==> config.mk <==
export PLATFORM = sky130hd
export DESIGN_NAME = scm_clock_mode_select
export DESIGN_NICKNAME = d
export VERILOG_FILES = /design/src/include/scm_pkg.sv /design/src/logic/scm_clock_mode_select.sv
export SDC_FILE = /design/constraint.sdc
export NUM_CORES = 1
export LEC_CHECK = 0
export BUFFER_PORTS_ARGS = -buffer_cell sky130_fd_sc_hd__clkbuf_2
export CORE_UTILIZATION = 35
export CTS_CLUSTER_SIZE = 16
export DETAILED_ROUTE_END_ITERATION = 10
export PLACE_DENSITY = 0.62
export SLEW_MARGIN = 20
export SYNTH_ARGS = -nofsm -noshare
export SYNTH_HDL_FRONTEND = slang
export SYNTH_SLANG_ARGS = --single-unit
==> constraint.sdc <==
create_clock -name clk_i -period 6.8 [get_ports clk_i]
set_input_delay 1.02 -clock clk_i [delete_from_list [all_inputs] [get_ports clk_i]]
set_output_delay 1.02 -clock clk_i [all_outputs]
set_load 0.02 [all_outputs]
==> src/include/scm_pkg.sv <==
// Purpose: Shared constants and types for the serializer clock mode select block
// Assumes: 8-bit register port, 40 MHz core clock
// Notes:   Mode codes, register offsets and reset values live here
package scm_pkg;

   // Mode field encodings
   localparam logic [2:0] SCM_MODE_SYNC   = 3'h0;
   localparam logic [2:0] SCM_MODE_EXT    = 3'h2;
   localparam logic [2:0] SCM_MODE_INT    = 3'h3;
   localparam logic [2:0] SCM_MODE_LEGACY = 3'h5;

   // Register offsets
   localparam logic [7:0] SCM_ADDR_MODE   = 8'h03;
   localparam logic [7:0] SCM_ADDR_LFMT   = 8'h04;
   localparam logic [7:0] SCM_ADDR_OSC    = 8'h05;
   localparam logic [7:0] SCM_ADDR_PDIV   = 8'h06;
   localparam logic [7:0] SCM_ADDR_MNUM   = 8'h07;
   localparam logic [7:0] SCM_ADDR_NDEN   = 8'h08;
   localparam logic [7:0] SCM_ADDR_STAT   = 8'h09;
   localparam logic [7:0] SCM_ADDR_LCFG   = 8'h10;
   localparam logic [7:0] SCM_ADDR_LDT    = 8'h11;

   // Field positions
   localparam int SCM_BIT_OVR_EN    = 4;
   localparam int SCM_BIT_OSC_SEL   = 3;
   localparam int SCM_BIT_MATCH_EN  = 7;
   localparam int SCM_BIT_FORCE_EN  = 0;
   localparam int SCM_BIT_FORCE_12  = 1;
   localparam int SCM_BIT_LONG_EN   = 0;
   localparam int SCM_BIT_YUV_EN    = 1;

   // Values after reset
   localparam logic [7:0] SCM_RST_PDIV = 8'h04;
   localparam logic [7:0] SCM_RST_MNUM = 8'h01;
   localparam logic [7:0] SCM_RST_NDEN = 8'h01;
   localparam logic [7:0] SCM_RST_OSC  = 8'h08;

   // Divider codes and multipliers
   localparam logic [2:0]  SCM_DIV_BY1    = 3'h0;
   localparam logic [2:0]  SCM_DIV_BY2    = 3'h1;
   localparam logic [7:0]  SCM_MULT_SYNC  = 8'ha0;
   localparam logic [7:0]  SCM_MULT_EXT1  = 8'h50;
   localparam logic [7:0]  SCM_MULT_EXT2  = 8'h28;
   localparam logic [7:0]  SCM_MULT_INT   = 8'h50;
   localparam logic [7:0]  SCM_MULT_LEG   = 8'h1c;

   // Bandwidth caps in Mbps
   localparam logic [11:0] SCM_CSI_FULL   = 12'h9e0;
   localparam logic [11:0] SCM_CSI_HALF   = 12'h4f0;

   // Packet data types
   localparam logic [5:0]  SCM_DT_RAW10   = 6'h2b;
   localparam logic [5:0]  SCM_DT_RAW12   = 6'h2c;
   localparam logic [5:0]  SCM_DT_YUV422  = 6'h1e;
   localparam logic [5:0]  SCM_DT_LONG_LO = 6'h10;

   typedef enum logic [2:0] {
      SCM_REF_BACK = 3'b001,
      SCM_REF_EXT  = 3'b010,
      SCM_REF_OSC  = 3'b100
   } scm_ref_t;

   typedef struct packed {
      scm_ref_t    ref_src;
      logic [7:0]  fc_mult;
      logic        clk_out_en;
      logic        local_osc_needed;
      logic        ext_clk_needed;
      logic [11:0] csi_cap_mbps;
   } scm_clk_cfg_t;

   typedef struct packed {
      logic        wr;
      logic        rd;
      logic [7:0]  addr;
      logic [7:0]  wdata;
   } scm_bus_t;

endpackage : scm_pkg

==> src/logic/scm_clock_mode_select.sv <==
// Purpose: Clock mode selection and reference derivation for a link serializer
// Assumes: Strap code already digitised to three bits; pins arrive asynchronously
// Notes:   Rates are reported as multipliers of the selected reference
`timescale 1ns/100ps
`default_nettype none

// Function
// - Strapped mode becomes default at power-up
// - Active mode picks forward-channel reference source
// - Sync mode: back-channel clock, rate f x 160
// - Sync mode needs no local oscillator
// - External mode: x80 at b000, x40 at b001
// - Internal mode uses only always-on oscillator
// - Mode field always reports active mode
// - Override bit clear: mode field read-only
// - Strap latched on power-down pin rising edge
// - Override bit set: mode field writable
// - Format override forces legacy raw10 or raw12
// - Data-type filter passes matching type when enabled
// - Legacy config selects long and YUV handling
// - Mode codes 0, 2, 3, 5
module scm_clock_mode_select (
   // Clock and reset
   input  wire logic                  clk_i,
   input  wire logic                  rst_i,
   // Register port
   input  wire scm_pkg::scm_bus_t     bus_i,
   output logic [7:0]                 rdata_o,
   // Pins
   input  wire logic [2:0]            mode_strap_i,
   input  wire logic                  powerdown_n_pin_i,
   input  wire logic                  ext_ref_active_i,
   // Back-channel recovery status
   input  wire logic                  bc_clk_lock_i,
   input  wire logic                  bc_half_rate_i,
   // Packet type check
   input  wire logic                  pkt_valid_i,
   input  wire logic [5:0]            pkt_dt_i,
   output logic                       pkt_pass_o,
   // Clock configuration
   output scm_pkg::scm_clk_cfg_t      clk_cfg_o,
   output logic [2:0]                 mode_o,
   output logic                       ref_valid_o,
   output logic [15:0]                clk_out_num_o,
   output logic [15:0]                clk_out_den_o,
   output logic                       legacy_raw12_o
);

   function automatic logic [7:0] fc_mult_of(input logic [2:0] mode, input logic [2:0] div);
      logic [7:0] m;
      case (mode)
         scm_pkg::SCM_MODE_SYNC:   m = scm_pkg::SCM_MULT_SYNC;
         scm_pkg::SCM_MODE_EXT:    m = (div == scm_pkg::SCM_DIV_BY2) ?
                                       scm_pkg::SCM_MULT_EXT2 : scm_pkg::SCM_MULT_EXT1;
         scm_pkg::SCM_MODE_INT:    m = scm_pkg::SCM_MULT_INT;
         scm_pkg::SCM_MODE_LEGACY: m = scm_pkg::SCM_MULT_LEG;
         default:                  m = scm_pkg::SCM_MULT_SYNC;
      endcase
      return m;
   endfunction : fc_mult_of

   function automatic logic wr_hit(input scm_pkg::scm_bus_t b, input logic [7:0] a);
      return b.wr && (b.addr == a);
   endfunction : wr_hit

   // Pin synchronisers
   logic [2:0] pdn_s_q;
   logic [2:0] ext_s_q;
   logic [2:0] strap_s1_q;
   logic [2:0] strap_s2_q;
   logic [2:0] strap_s3_q;
   logic       pdn_lvl_q;
   logic       ext_lvl_q;
   logic [2:0] strap_lvl_q;
   logic       pdn_rise;

   always_ff @(posedge clk_i)
   begin
      if (rst_i)
      begin
         pdn_s_q    <= 3'h0;
         ext_s_q    <= 3'h0;
         strap_s1_q <= 3'h0;
         strap_s2_q <= 3'h0;
         strap_s3_q <= 3'h0;
      end
      else
      begin
         pdn_s_q    <= {pdn_s_q[1:0], powerdown_n_pin_i};
         ext_s_q    <= {ext_s_q[1:0], ext_ref_active_i};
         strap_s1_q <= mode_strap_i;
         strap_s2_q <= strap_s1_q;
         strap_s3_q <= strap_s2_q;
      end
   end

   // Levels accepted once second and third stages agree
   always_ff @(posedge clk_i)
   begin
      if (rst_i)
      begin
         pdn_lvl_q   <= 1'b0;
         ext_lvl_q   <= 1'b0;
         strap_lvl_q <= 3'h0;
      end
      else
      begin
         if (pdn_s_q[1] == pdn_s_q[2])
            pdn_lvl_q <= pdn_s_q[2];
         if (ext_s_q[1] == ext_s_q[2])
            ext_lvl_q <= ext_s_q[2];
         if (strap_s2_q == strap_s3_q)
            strap_lvl_q <= strap_s3_q;
      end
   end

   assign pdn_rise = pdn_s_q[1] && pdn_s_q[2] && !pdn_lvl_q;

   // Mode register
   logic [2:0] mode_q;
   logic       ovr_en_q;
   logic       mode_wr;
   assign mode_wr = wr_hit(bus_i, scm_pkg::SCM_ADDR_MODE);
   always_ff @(posedge clk_i)
   begin
      if (rst_i)
         ovr_en_q <= 1'b0;
      else if (mode_wr)
         ovr_en_q <= bus_i.wdata[scm_pkg::SCM_BIT_OVR_EN];
   end

   // Strap latch outranks a software write in the same cycle
   always_ff @(posedge clk_i)
   begin
      if (rst_i)
         mode_q <= scm_pkg::SCM_MODE_SYNC;
      else if (pdn_rise)
         mode_q <= strap_lvl_q;
      else if (mode_wr && bus_i.wdata[scm_pkg::SCM_BIT_OVR_EN])
         mode_q <= bus_i.wdata[2:0];
   end

   // Other software registers
   logic [7:0] lfmt_q;
   logic [7:0] osc_q;
   logic [7:0] pdiv_q;
   logic [7:0] mnum_q;
   logic [7:0] nden_q;
   logic [7:0] lcfg_q;
   logic [7:0] ldt_q;
   always_ff @(posedge clk_i)
   begin
      if (rst_i)
      begin
         lfmt_q <= 8'h00;
         osc_q  <= scm_pkg::SCM_RST_OSC;
         pdiv_q <= scm_pkg::SCM_RST_PDIV;
         mnum_q <= scm_pkg::SCM_RST_MNUM;
         nden_q <= scm_pkg::SCM_RST_NDEN;
         lcfg_q <= 8'h00;
         ldt_q  <= 8'h00;
      end
      else
      begin
         if (wr_hit(bus_i, scm_pkg::SCM_ADDR_LFMT))
            lfmt_q <= bus_i.wdata;
         if (wr_hit(bus_i, scm_pkg::SCM_ADDR_OSC))
            osc_q <= {4'h0, bus_i.wdata[3:0]};
         if (wr_hit(bus_i, scm_pkg::SCM_ADDR_PDIV))
            pdiv_q <= bus_i.wdata;
         if (wr_hit(bus_i, scm_pkg::SCM_ADDR_MNUM))
            mnum_q <= bus_i.wdata;
         if (wr_hit(bus_i, scm_pkg::SCM_ADDR_NDEN))
            nden_q <= bus_i.wdata;
         if (wr_hit(bus_i, scm_pkg::SCM_ADDR_LCFG))
            lcfg_q <= bus_i.wdata;
         if (wr_hit(bus_i, scm_pkg::SCM_ADDR_LDT))
            ldt_q <= bus_i.wdata;
      end
   end

   // Clock configuration derived from the active mode
   scm_pkg::scm_clk_cfg_t cfg_d;
   scm_pkg::scm_clk_cfg_t cfg_q;
   logic                  ref_valid_q;
   logic                  osc_full;
   assign osc_full = osc_q[scm_pkg::SCM_BIT_OSC_SEL];
   always_comb
   begin
      cfg_d                  = '0;
      cfg_d.fc_mult          = fc_mult_of(mode_q, osc_q[2:0]);
      cfg_d.clk_out_en       = 1'b1;
      cfg_d.csi_cap_mbps     = scm_pkg::SCM_CSI_FULL;
      case (mode_q)
         scm_pkg::SCM_MODE_SYNC:
         begin
            cfg_d.ref_src          = scm_pkg::SCM_REF_BACK;
            cfg_d.local_osc_needed = 1'b0;
            cfg_d.csi_cap_mbps     = bc_half_rate_i ?
                                     scm_pkg::SCM_CSI_HALF : scm_pkg::SCM_CSI_FULL;
         end
         scm_pkg::SCM_MODE_INT:
         begin
            cfg_d.ref_src          = scm_pkg::SCM_REF_OSC;
            cfg_d.clk_out_en       = 1'b0;
            cfg_d.csi_cap_mbps     = osc_full ?
                                     scm_pkg::SCM_CSI_FULL : scm_pkg::SCM_CSI_HALF;
         end
         scm_pkg::SCM_MODE_EXT, scm_pkg::SCM_MODE_LEGACY:
         begin
            cfg_d.ref_src          = scm_pkg::SCM_REF_EXT;
            cfg_d.local_osc_needed = 1'b1;
            cfg_d.ext_clk_needed   = 1'b1;
         end
         default: cfg_d.ref_src = scm_pkg::SCM_REF_BACK;
      endcase
   end

   always_ff @(posedge clk_i)
   begin
      if (rst_i)
      begin
         cfg_q       <= '0;
         ref_valid_q <= 1'b0;
      end
      else
      begin
         cfg_q <= cfg_d;
         case (cfg_d.ref_src)
            scm_pkg::SCM_REF_BACK: ref_valid_q <= bc_clk_lock_i;
            scm_pkg::SCM_REF_EXT:  ref_valid_q <= ext_lvl_q;
            scm_pkg::SCM_REF_OSC:  ref_valid_q <= 1'b1;
            default:               ref_valid_q <= 1'b0;
         endcase
      end
   end

   // Sensor clock ratio: f x num / den
   logic [15:0] num_q;
   logic [15:0] den_q;
   always_ff @(posedge clk_i)
   begin
      if (rst_i)
      begin
         num_q <= 16'h0000;
         den_q <= 16'h0000;
      end
      else
      begin
         num_q <= cfg_d.clk_out_en ? ({8'h00, cfg_d.fc_mult} * {8'h00, mnum_q}) : 16'h0000;
         den_q <= {8'h00, pdiv_q} * {8'h00, nden_q};
      end
   end

   // Legacy packet filter
   logic raw12_sel;
   logic pass_d;
   logic pass_q;
   assign raw12_sel = lfmt_q[scm_pkg::SCM_BIT_FORCE_EN] && lfmt_q[scm_pkg::SCM_BIT_FORCE_12];
   always_comb
   begin
      pass_d = 1'b0;
      if (pkt_valid_i && (mode_q == scm_pkg::SCM_MODE_LEGACY))
      begin
         if (pkt_dt_i == (raw12_sel ? scm_pkg::SCM_DT_RAW12 : scm_pkg::SCM_DT_RAW10))
            pass_d = 1'b1;
         if (ldt_q[scm_pkg::SCM_BIT_MATCH_EN] && (pkt_dt_i == ldt_q[5:0]))
            pass_d = 1'b1;
         if (lcfg_q[scm_pkg::SCM_BIT_YUV_EN] && (pkt_dt_i == scm_pkg::SCM_DT_YUV422))
            pass_d = 1'b1;
         if (lcfg_q[scm_pkg::SCM_BIT_LONG_EN] && (pkt_dt_i >= scm_pkg::SCM_DT_LONG_LO))
            pass_d = 1'b1;
      end
   end

   always_ff @(posedge clk_i)
   begin
      if (rst_i)
         pass_q <= 1'b0;
      else
         pass_q <= pass_d;
   end

   // Read port, data one cycle after the strobe
   logic [7:0] rdata_q;
   always_ff @(posedge clk_i)
   begin
      if (rst_i)
         rdata_q <= 8'h00;
      else if (bus_i.rd)
      begin
         case (bus_i.addr)
            scm_pkg::SCM_ADDR_MODE: rdata_q <= {3'h0, ovr_en_q, 1'b0, mode_q};
            scm_pkg::SCM_ADDR_LFMT: rdata_q <= lfmt_q;
            scm_pkg::SCM_ADDR_OSC:  rdata_q <= osc_q;
            scm_pkg::SCM_ADDR_PDIV: rdata_q <= pdiv_q;
            scm_pkg::SCM_ADDR_MNUM: rdata_q <= mnum_q;
            scm_pkg::SCM_ADDR_NDEN: rdata_q <= nden_q;
            scm_pkg::SCM_ADDR_STAT: rdata_q <= {2'h0, strap_lvl_q, ext_lvl_q, pdn_lvl_q,
                                                ref_valid_q};
            scm_pkg::SCM_ADDR_LCFG: rdata_q <= lcfg_q;
            scm_pkg::SCM_ADDR_LDT:  rdata_q <= ldt_q;
            default:                rdata_q <= 8'h00;
         endcase
      end
      else
         rdata_q <= 8'h00;
   end

   assign rdata_o        = rdata_q;
   assign clk_cfg_o      = cfg_q;
   assign mode_o         = mode_q;
   assign ref_valid_o    = ref_valid_q;
   assign clk_out_num_o  = num_q;
   assign clk_out_den_o  = den_q;
   assign pkt_pass_o     = pass_q;
   assign legacy_raw12_o = raw12_sel;
endmodule : scm_clock_mode_select

`default_nettype wire

==> results of run 1 <==
-- through the flow --
stage                     std cells  hold slack (ns)  instance area (um^2)  utilization [%]
after CTS                      1364            0.447                 10100             41.2
after detailed placement       1332            0.434                  9510             38.6
after global placement         1332            0.424                  9510             38.6
after global routing           1365            0.458                 10100             41.2
final                          1365            0.440                 10100             41.2
after floorplan                 972            0.414                  8900                -
-- report_power, final --
group	internal [uW]	switching, uW
Clock	611	349
Combinational	26.5	59.0
Sequential	770	4.15
-- cell families (layout without fill, tap and decap cells) --
group                      count (synthesis)  in the layout  synth area share (%)
and+or+nand+nor                          347            347                  20.5
muxes                                     76             76                  9.21
adders and majority gates                131            131                  23.6
xor gates and xnor gates                  15             15                  1.48
other                                      1              9                0.0423
AOI/OAI and AO/OA                        112            112                  8.72
buffers and inverters                    152            221                  7.15
DFF                                      130            130                  29.3
-- path summary, 6_finish.rpt --
| path | from | endpoint | slack [ns] | depth (start not counted) |
|---|---|---|---|---|
| hold reg to reg | strap_s1_q[0] | strap_s2_q[0] | 0.44 | 1 |
| setup reg to reg | mode_o[0] | clk_out_num_o[13] | 1.32 | 17 |
| hold / removal | strap_s1_q[0] | strap_s2_q[0] | 0.44 | 1 |
| setup / recovery | mode_o[0] | clk_out_num_o[13] | 1.32 | 17 |
-- metal layers --
layer / wire length (um) / GRT usage, % / vias to the layer above / part of all wire [%]
met4: 350 / 5.27 / 0 / 1.7
met5: 0 / 0 / - / 0
met3: 703 / 3.21 / 23 / 3.5
met1: 9920 / 22.6 / 3248 / 49
met2: 9340 / 25.8 / 138 / 46
li1: - / - / 3308 / -
-- flip-flops by register name, indices dropped and copies added, names as in the netlist --
register / count
strap_lvl_q: 3
clk_cfg_o: 14
lfmt_q: 8
pkt_pass_o: 1
mnum_q: 8
mode_o: 3
clk_out_num_o: 14
ref_valid_o: 1
pdiv_q: 8
ldt_q: 8
pdn_lvl_q: 1
rdata_o: 8
strap_s1_q: 3
strap_s2_q: 3
clk_out_den_o: 16
ovr_en_q: 1
ext_lvl_q: 1
strap_s3_q: 3
pdn_s_q: 3
osc_q: 4
nden_q: 8
ext_s_q: 3
lcfg_q: 8
-- cells in the final DEF (no fill, tap or decap), drive strengths merged, types with 15 or more instances in the layout --
master and instances:
nand2 73, nor2b 41, inv 90, and2 67
dfxtp 130, a21oi 24, nor2 85, ha 71
mux2i 58, clkbuf 113, nor3 19, nand3 19
mux2 15, fa 60
-- final cells by class --
| class | instances | area [um^2] | share of cell area, % |
|---|---|---|---|
| clock buffer | 18 | 429 | 4.23 |
| clock inverter | 14 | 189 | 1.86 |
| inverter | 90 | 338 | 3.33 |
| multi-input combinational | 690 | 5670 | 55.9 |
| sequential | 130 | 2600 | 25.7 |
| tap | 324 | 405 | 4.00 |
| timing repair buffer | 99 | 505 | 4.99 |
-- worst max-delay path: stages, from the launching register on --
cell and delay [ns]:
dfxtp_1 0.54, nand2_1 0.16, nor2_1 0.57, a21oi_1 0.33
nand2b_1 0.26, fa_1 0.49, fa_1 0.54, inv_1 0.05
fa_1 0.53, inv_1 0.05, fa_1 0.52, inv_1 0.04
ha_1 0.34, o21a_1 0.13, o31a_1 0.13, o21a_1 0.21
o41ai_1 0.31, mux2i_1 0.21
==> flow_summary.yaml, run 1 <==
yosys:
  syn_area_mm2: 0.00887
  synth.distinct_cells: 66
  synth_common_cells: "130 x dfxtp_1, 88 x inv_1, 83 x nor2_1, 73 x nand2_1, 71 x ha_1"
  synth_top_cell_by_area: "dfxtp_1"
  netlist_top_cells_area: "dfxtp_1 29%, fa_1 14%, ha_1 10%"
  syn_area_per_cell_um2: 9.20
  ys_warn_count: 0
  syn_inst: 964
  synth.most_common_cell: "dfxtp_1"
  ys_ff_latch: 130
  synthFlopType: "dfxtp_1"
  synth-seq-area-share_pct: 29.3
  synth-edff-count: 0
  ys_async_sr_fraction_pct: 0
  synth_top_cell_area_share_pct: 29.3
layout:
  syn_to_final_growth_pct: 14.2
  antenna_cells: 0
  fill_cells: 2440
  final_net_count: 1193
  drive_above_1_share_pct: 14.9
sta:
  fin_ws_ns: 1.32
  rsz0062_at_grt: "no"
  period_needed_ns: 5.48
  timing.slew.headroom_pct: 44.2
  setup_viol_count_final: 0
  fin_setup_tns_ns: 0
  worst_slew_pin_slew_ns: 0.837
  final_hold_viol_count: 0
  skew_ns: 0.0102
  report.final.slew_viol_count: 0
  fmax_mhz: 183
  finalCritPeriodShare_pct: 80.6
routing:
  drt_first_pass_iters: 5
  drtIter0Drc: 376
  drc: 0
  vias: 6717
  routed_wl_um: 20300
  postRouteAntennaNets: 0
  routed_via_density: 4.92
  routedWlPerCell_um: 14.9
grt:
  first_global_vias: 6445
  grt_pass1_wl_um: 33600
  antenna_found_initial: 0
  grt_use_total_pct: 16.4
  grt_overflow: 0
  grt_max_degree: 82
worst_setup_path:
  cp.arrival_ns: 5.84
  startpoint_type: "flip-flop"
  crit_type: "flip-flop to flip-flop"
  path_max_fanout: 13
  endpoint_kind: "flip-flop"
  cp.required_ns: 7.16
clock_network:
  root_buffer: "clkbuf_16"
  cts_buffer_depth: 2
  ctsHoldBuffers: 0
  cts_buffers: 17
  cts_setup_buffers: 0
  insertion_delay_ns: 0.43
  h-tree-depth: 4
  cts_tree: "done"
  cts_resized: 0
  clk_pin_slew_ns: 0.06
  cts_sinks: 130
placement:
  dp_slack_ns: 1.30
  hpwl_um: 15200
  place_congestion: 0.852
  port_buffers: 96
power_and_ir_drop:
  vdd_drop_max_v: 0.000124
  powerDensity_mw_per_mm2: 180
  leakage_uw: 0.00500
  total_power_uw: 1820
status:
  status: "finished clean"
die:
  die-area_mm2: 0.0260
  core_area_mm2: 0.0246
  num_rows: 57
  pin_count: 106
  die_w_um: 161
  start_util_pct: 36.1
  die_h_um: 161
run:
  max_cap_violations: 0
worst_hold_path:
  min_path_type: "flip-flop to flip-flop"
Note: power is estimated with default switching activity, not from simulation.
==> run 2, diff against run 1 <==
--- a/config.mk
+++ b/config.mk
@@ -9,7 +9,7 @@
 export CORE_UTILIZATION = 35
 export CTS_CLUSTER_SIZE = 16
 export DETAILED_ROUTE_END_ITERATION = 10
-export PLACE_DENSITY = 0.62
+export PLACE_DENSITY = 0.63
 export SLEW_MARGIN = 20
 export SYNTH_ARGS = -nofsm -noshare
 export SYNTH_HDL_FRONTEND = slang
==> constraint.sdc (replaced) <==
create_clock -name clk_i -period 4.95 [get_ports clk_i]
set_input_delay 0.7425 -clock clk_i [delete_from_list [all_inputs] [get_ports clk_i]]
set_output_delay 0.7425 -clock clk_i [all_outputs]
set_load 0.02 [all_outputs]
==> run 2 against run 1 <==
  * Total power is 37% higher
  * Sequential cell count stayed put
  * Critical path type unchanged
  * Fmax is 16% higher
  * Combinational power is 38% higher
  * Cell count is 1.2% higher
  * Die area stayed put
  * Largest power group unchanged
  * Sequential share of layout area is 0.28 points lower
==> flow_summary.yaml, run 2 (same netlist as run 1, synthesis figures left out) <==
layout:
  largest_reg_flops: 16
  drive_above_1_share_pct: 16.2
  final_net_count: 1208
  syn_to_final_growth_pct: 15.5
  final_common_cell: "dfxtp_1"
  fin_util_pct: 41.7
  final_cell_mix: "129 x dfxtp_1, 95 x clkbuf_2, 88 x inv_1"
  finish.instance_area_mm2: 0.0103
worst_hold_path:
  min_path_type: "flip-flop to flip-flop"
  holdPathStages: 1
sta:
  period_needed_ns: 4.71
  timing.slew.headroom_pct: 42.0
  skew_ns: 0.00806
  final_hold_viol_count: 0
  fmax_mhz: 213
  worst_slew_pin_slew_ns: 0.870
  setup_viol_count_final: 0
  report.final.slew_viol_count: 0
  finalCritPeriodShare_pct: 95.1
routing:
  vias: 6712
  routed_via_density: 4.86
  drt_first_pass_iters: 5
  routed_wl_um: 20900
  routedWlPerCell_um: 15.1
  drtIter0Drc: 452
  drc: 0
  postRouteAntennaNets: 0
worst_setup_path:
  path_max_fanout: 8
  r2r_cells: 16
  startpoint_type: "flip-flop"
  endpoint_kind: "flip-flop"
  cp.arrival_ns: 5.06
  crit_type: "flip-flop to flip-flop"
  cp.required_ns: 5.30
clock_network:
  cts_sinks: 130
  clk_pin_slew_ns: 0.06
  cts_tree: "done"
  insertion_delay_ns: 0.43
  cts_buffers: 17
  cts_buffer_depth: 2
  cts_setup_buffers: 0
  root_buffer: "clkbuf_16"
  h-tree-depth: 4
grt:
  grt_max_degree: 81
  grt_overflow: 0
  grt_pass1_wl_um: 34100
  grt_use_total_pct: 16.6
  first_global_vias: 6518
  antenna_found_initial: 1
die:
  pin_count: 106
  die_h_um: 161
  die-area_mm2: 0.0260
  num_rows: 57
  start_util_pct: 36.1
  die_w_um: 161
  core_area_mm2: 0.0246
placement:
  place_congestion: 0.866
  port_buffers: 96
  dpl_cell_area_mm2: 0.00963
  hpwl_um: 15900
status:
  status: "finished clean"
power_and_ir_drop:
  vdd_drop_max_v: 0.000221
  leakage_uw: 0.00508
  powerDensity_mw_per_mm2: 244
run:
  max_cap_violations: 0
[run 2: changes by cell type in the layout (fill, tap and decap cells not counted), sizes merged]
| cell | previous run | this run |
|---|---|---|
| clkinv | 7 | 3 |
| clkbuf | 113 | 116 |
| diode | 0 | 1 |
| inv | 90 | 92 |
| buf | 4 | 19 |
| bufinv | 4 | 3 |
[run 2: final timing paths]
kind                       from           endpoint  slack (ns)
hold reg to reg   strap_s1_q[0]      strap_s2_q[0]        0.43
hold / removal    strap_s1_q[0]      strap_s2_q[0]        0.43
setup / recovery      mode_o[1]  clk_out_num_o[13]        0.24
setup reg to reg      mode_o[1]  clk_out_num_o[13]        0.24
[run 2: cell type report]
cell class | instances | area [um^2]
multi-input combinational | 690 | 5670
fill | 2415 | 14400
clock buffer | 21 | 460
clock inverter | 11 | 153
sequential | 130 | 2600
tap | 324 | 405
timing repair buffer | 114 | 618
antenna | 1 | 2.50
inverter | 90 | 338
[run 2: report_power, final]
group | internal (uW) | leakage [uW] | switching [uW]
Sequential | 1060 | 0.00105 | 5.45
Combinational | 36.4 | 0.00374 | 81.6
Clock | 822 | 0.000290 | 493
Total | 1920 | 0.00508 | 580
[run 2: per-layer routing]
layer  share of wire [%]  GRT usage [%]
met1                  47           22.6
met2                  47           26.3
met5                   0              0
met3                 4.2           2.82
met4                 1.8           6.05
[run 2: stage by stage]
stage | setup slack [ns] | setup TNS (ns) | hold slack, ns | power [uW] | instances
6_report | 0.245 | 0 | 0.427 | 2500 | 1381
5_1_grt | -0.000266 | -0.000266 | 0.454 | 2570 | 1381
4_1_cts | 0.185 | 0 | 0.433 | 2520 | 1380
3_5_place_dp | 0.220 | 0 | 0.424 | 1200 | 1348
3_3_place_gp | 0.278 | 0 | 0.419 | 1200 | 1348
2_1_floorplan | 0.0242 | 0 | 0.414 | 1170 | 972
[run 2: worst max-delay path, cell delays in order (launching register included)]
cell,delay [ns]
dfxtp_1,0.46
nor2b_1,0.27
a21oi_1,0.13
nand2b_1,0.18
fa_1,0.50
fa_1,0.54
inv_1,0.05
fa_1,0.54
inv_1,0.06
fa_1,0.52
inv_1,0.04
ha_1,0.34
o21a_1,0.13
o31a_1,0.13
o21a_1,0.21
o41ai_1,0.33
mux2i_1,0.21
[run 2: timing repair]
action | CTS | global route
hold buffers | 0 | 0
gates resized for setup | 0 | 1
endpoints found under the setup margin | 0 | 1
==> run 3, diff against run 2 <==
--- a/config.mk
+++ b/config.mk
@@ -9,8 +9,9 @@
 export CORE_UTILIZATION = 35
 export CTS_CLUSTER_SIZE = 16
 export DETAILED_ROUTE_END_ITERATION = 10
-export PLACE_DENSITY = 0.63
+export PLACE_DENSITY = 0.62
 export SLEW_MARGIN = 20
 export SYNTH_ARGS = -nofsm -noshare
 export SYNTH_HDL_FRONTEND = slang
 export SYNTH_SLANG_ARGS = --single-unit
+export TNS_END_PERCENT = 100
==> constraint.sdc (replaced) <==
create_clock -name clk_i -period 5.12 [get_ports clk_i]
set_input_delay 0.768 -clock clk_i [delete_from_list [all_inputs] [get_ports clk_i]]
set_output_delay 0.768 -clock clk_i [all_outputs]
set_load 0.02 [all_outputs]
==> run 3 against run 2 <==
  * Critical path depth rose by 1
  * Critical path type unchanged
  * Sequential share of layout area hardly changed
  * Wire length is 0.87% lower
  * Count of clock-buffer cells in the layout is 2 higher
  * Sequential cell count is the same
  * Total power fell by 1.0%
  * Largest power group unchanged
  * Utilization fell by 0.051 points
  * Global-route usage up 0.19 points
  * Combinational power fell by 3%
  * Fmax down 2.6%
==> flow_summary.yaml, run 3 (same netlist as run 1, synthesis figures left out) <==
worst_setup_path:
  endpoint_kind: "flip-flop"
  regToRegSetupSlack_ns: 0.29
  r2r_cells: 17
  startpoint_type: "flip-flop"
  cp.arrival_ns: 5.18
  path_max_fanout: 12
  cp.required_ns: 5.47
  crit_type: "flip-flop to flip-flop"
  r2r-start: "mode_o[0]"
  r2r_end: "clk_out_num_o[13]"
  critical_path.startpoint: "mode_o[0]"
sta:
  rsz0062_at_grt: "no"
  setup_viol_count_final: 0
  worst_slew_pin_slew_ns: 0.822
  report.final.slew_viol_count: 0
  final_hold_viol_count: 0
  fin_setup_tns_ns: 0
  worst_hold_slack_ns: 0.434
  fmax_mhz: 207
  period_needed_ns: 4.83
  finalCritPeriodShare_pct: 94.4
  skew_ns: 0.0151
  timing.slew.headroom_pct: 45.2
routing:
  drtIter0Drc: 398
  vias: 6680
  routed_via_density: 4.85
  postRouteAntennaNets: 0
  drt_first_pass_iters: 5
  drc: 0
  routed_wl_um: 20700
  routedWlPerCell_um: 15.0
layout:
  final_cell_mix: "130 x dfxtp_1, 95 x clkbuf_2, 88 x inv_1"
  final_net_count: 1204
  antenna_cells: 0
  finish.instance_area_mm2: 0.0102
  final_common_cell: "dfxtp_1"
  drive_above_1_share_pct: 15.7
  fin_util_pct: 41.6
  largest_reg_flops: 16
  syn_to_final_growth_pct: 15.4
die:
  die-area_mm2: 0.0260
  die_w_um: 161
  num_rows: 57
  die_h_um: 161
  start_util_pct: 36.1
  core_area_mm2: 0.0246
  pin_count: 106
clock_network:
  cts_resized: 0
  ctsHoldBuffers: 0
  cts_buffer_depth: 2
  cts_sinks: 130
  insertion_delay_ns: 0.43
  cts_buffers: 17
  cts_setup_buffers: 0
  root_buffer: "clkbuf_16"
  clk_pin_slew_ns: 0.06
  cts_tree: "done"
  h-tree-depth: 4
worst_hold_path:
  holdPathStages: 1
  min_from: "pdn_s_q[0]"
  min_path_type: "flip-flop to flip-flop"
  min_to: "pdn_s_q[1]"
run:
  max_cap_violations: 0
grt:
  busiest_layer: "met2"
  first_global_vias: 6426
  grt_pass1_wl_um: 34400
  antenna_found_initial: 0
  grt_use_total_pct: 16.8
  grt_overflow: 0
  met2_usage_pct: 26.6
  grtUsageMet3_pct: 3.62
  grt_use_met1_pct: 23.1
  grt_max_degree: 80
power_and_ir_drop:
  p_sw_uw: 546
  total_power_uw: 2470
  p_int_uw: 1920
  leakage_uw: 0.00508
  seq_power_share_pct: 41.6
  vdd_drop_max_v: 0.000178
  combPwrFrac_pct: 4.6
  pwr-share-clk_pct: 53.8
  powerDensity_mw_per_mm2: 241
  p_sw_share_pct: 22.1
placement:
  place_congestion: 0.843
  port_buffers: 96
  hpwl_um: 15400
  dpl_cell_area_mm2: 0.00960
status:
  status: "finished clean"
[run 3: worst max-delay path by stage]
stage,to
after floorplan,clk_out_num_o[13]
after global placement,clk_out_num_o[13]
after detailed placement,clk_out_num_o[13]
after CTS,clk_out_num_o[13]
after global routing,clk_out_num_o[13]
final,clk_out_num_o[13]
[run 3: worst max-delay path, cell delays in order (launching register included)]
cell and delay (ns):
dfxtp_1 0.55, nand2_1 0.16, nor2_1 0.16, buf_4 0.19
nand2_1 0.09, fa_1 0.52, fa_1 0.54, inv_1 0.05
fa_1 0.53, inv_1 0.05, fa_1 0.52, inv_1 0.04
ha_1 0.34, o21a_1 0.12, o31a_1 0.13, o21a_1 0.21
o41ai_1 0.32, mux2i_1 0.21
[run 3: area by class of cell]
cell class              instances  area (um^2)
clock buffers                  23          488
inverters                      90          338
well taps                     324          405
multi-input cells             690         5670
repair buffers                110          588
fillers                      2447        14400
clock inverters                 9          151
flip-flops and latches        130         2600
[run 3: per-layer routing]
metal  part of all wire [%]  wire length, um  vias up
met2                     47             9800      150
met4                   0.59              122        0
li1                       -                -     3334
met3                    4.8             1000        8
met5                      0                0        -
met1                     47             9780     3188
[run 3: stage by stage]
stage / std cells / setup WS, ns
after global placement: 1344 / 0.367
after global routing: 1376 / 0.00332
after floorplan: 972 / 0.126
after CTS: 1376 / 0.292
after detailed placement: 1344 / 0.306
final: 1376 / 0.287
[run 3: power groups by stage]
stage,clock [uW],sequential [uW],combinational (uW)
floorplan,0,1050,73.6
global placement,0,1050,115
detailed placement,0,1050,115
CTS,1360,1030,115
global route,1400,1030,125
finish,1330,1030,114
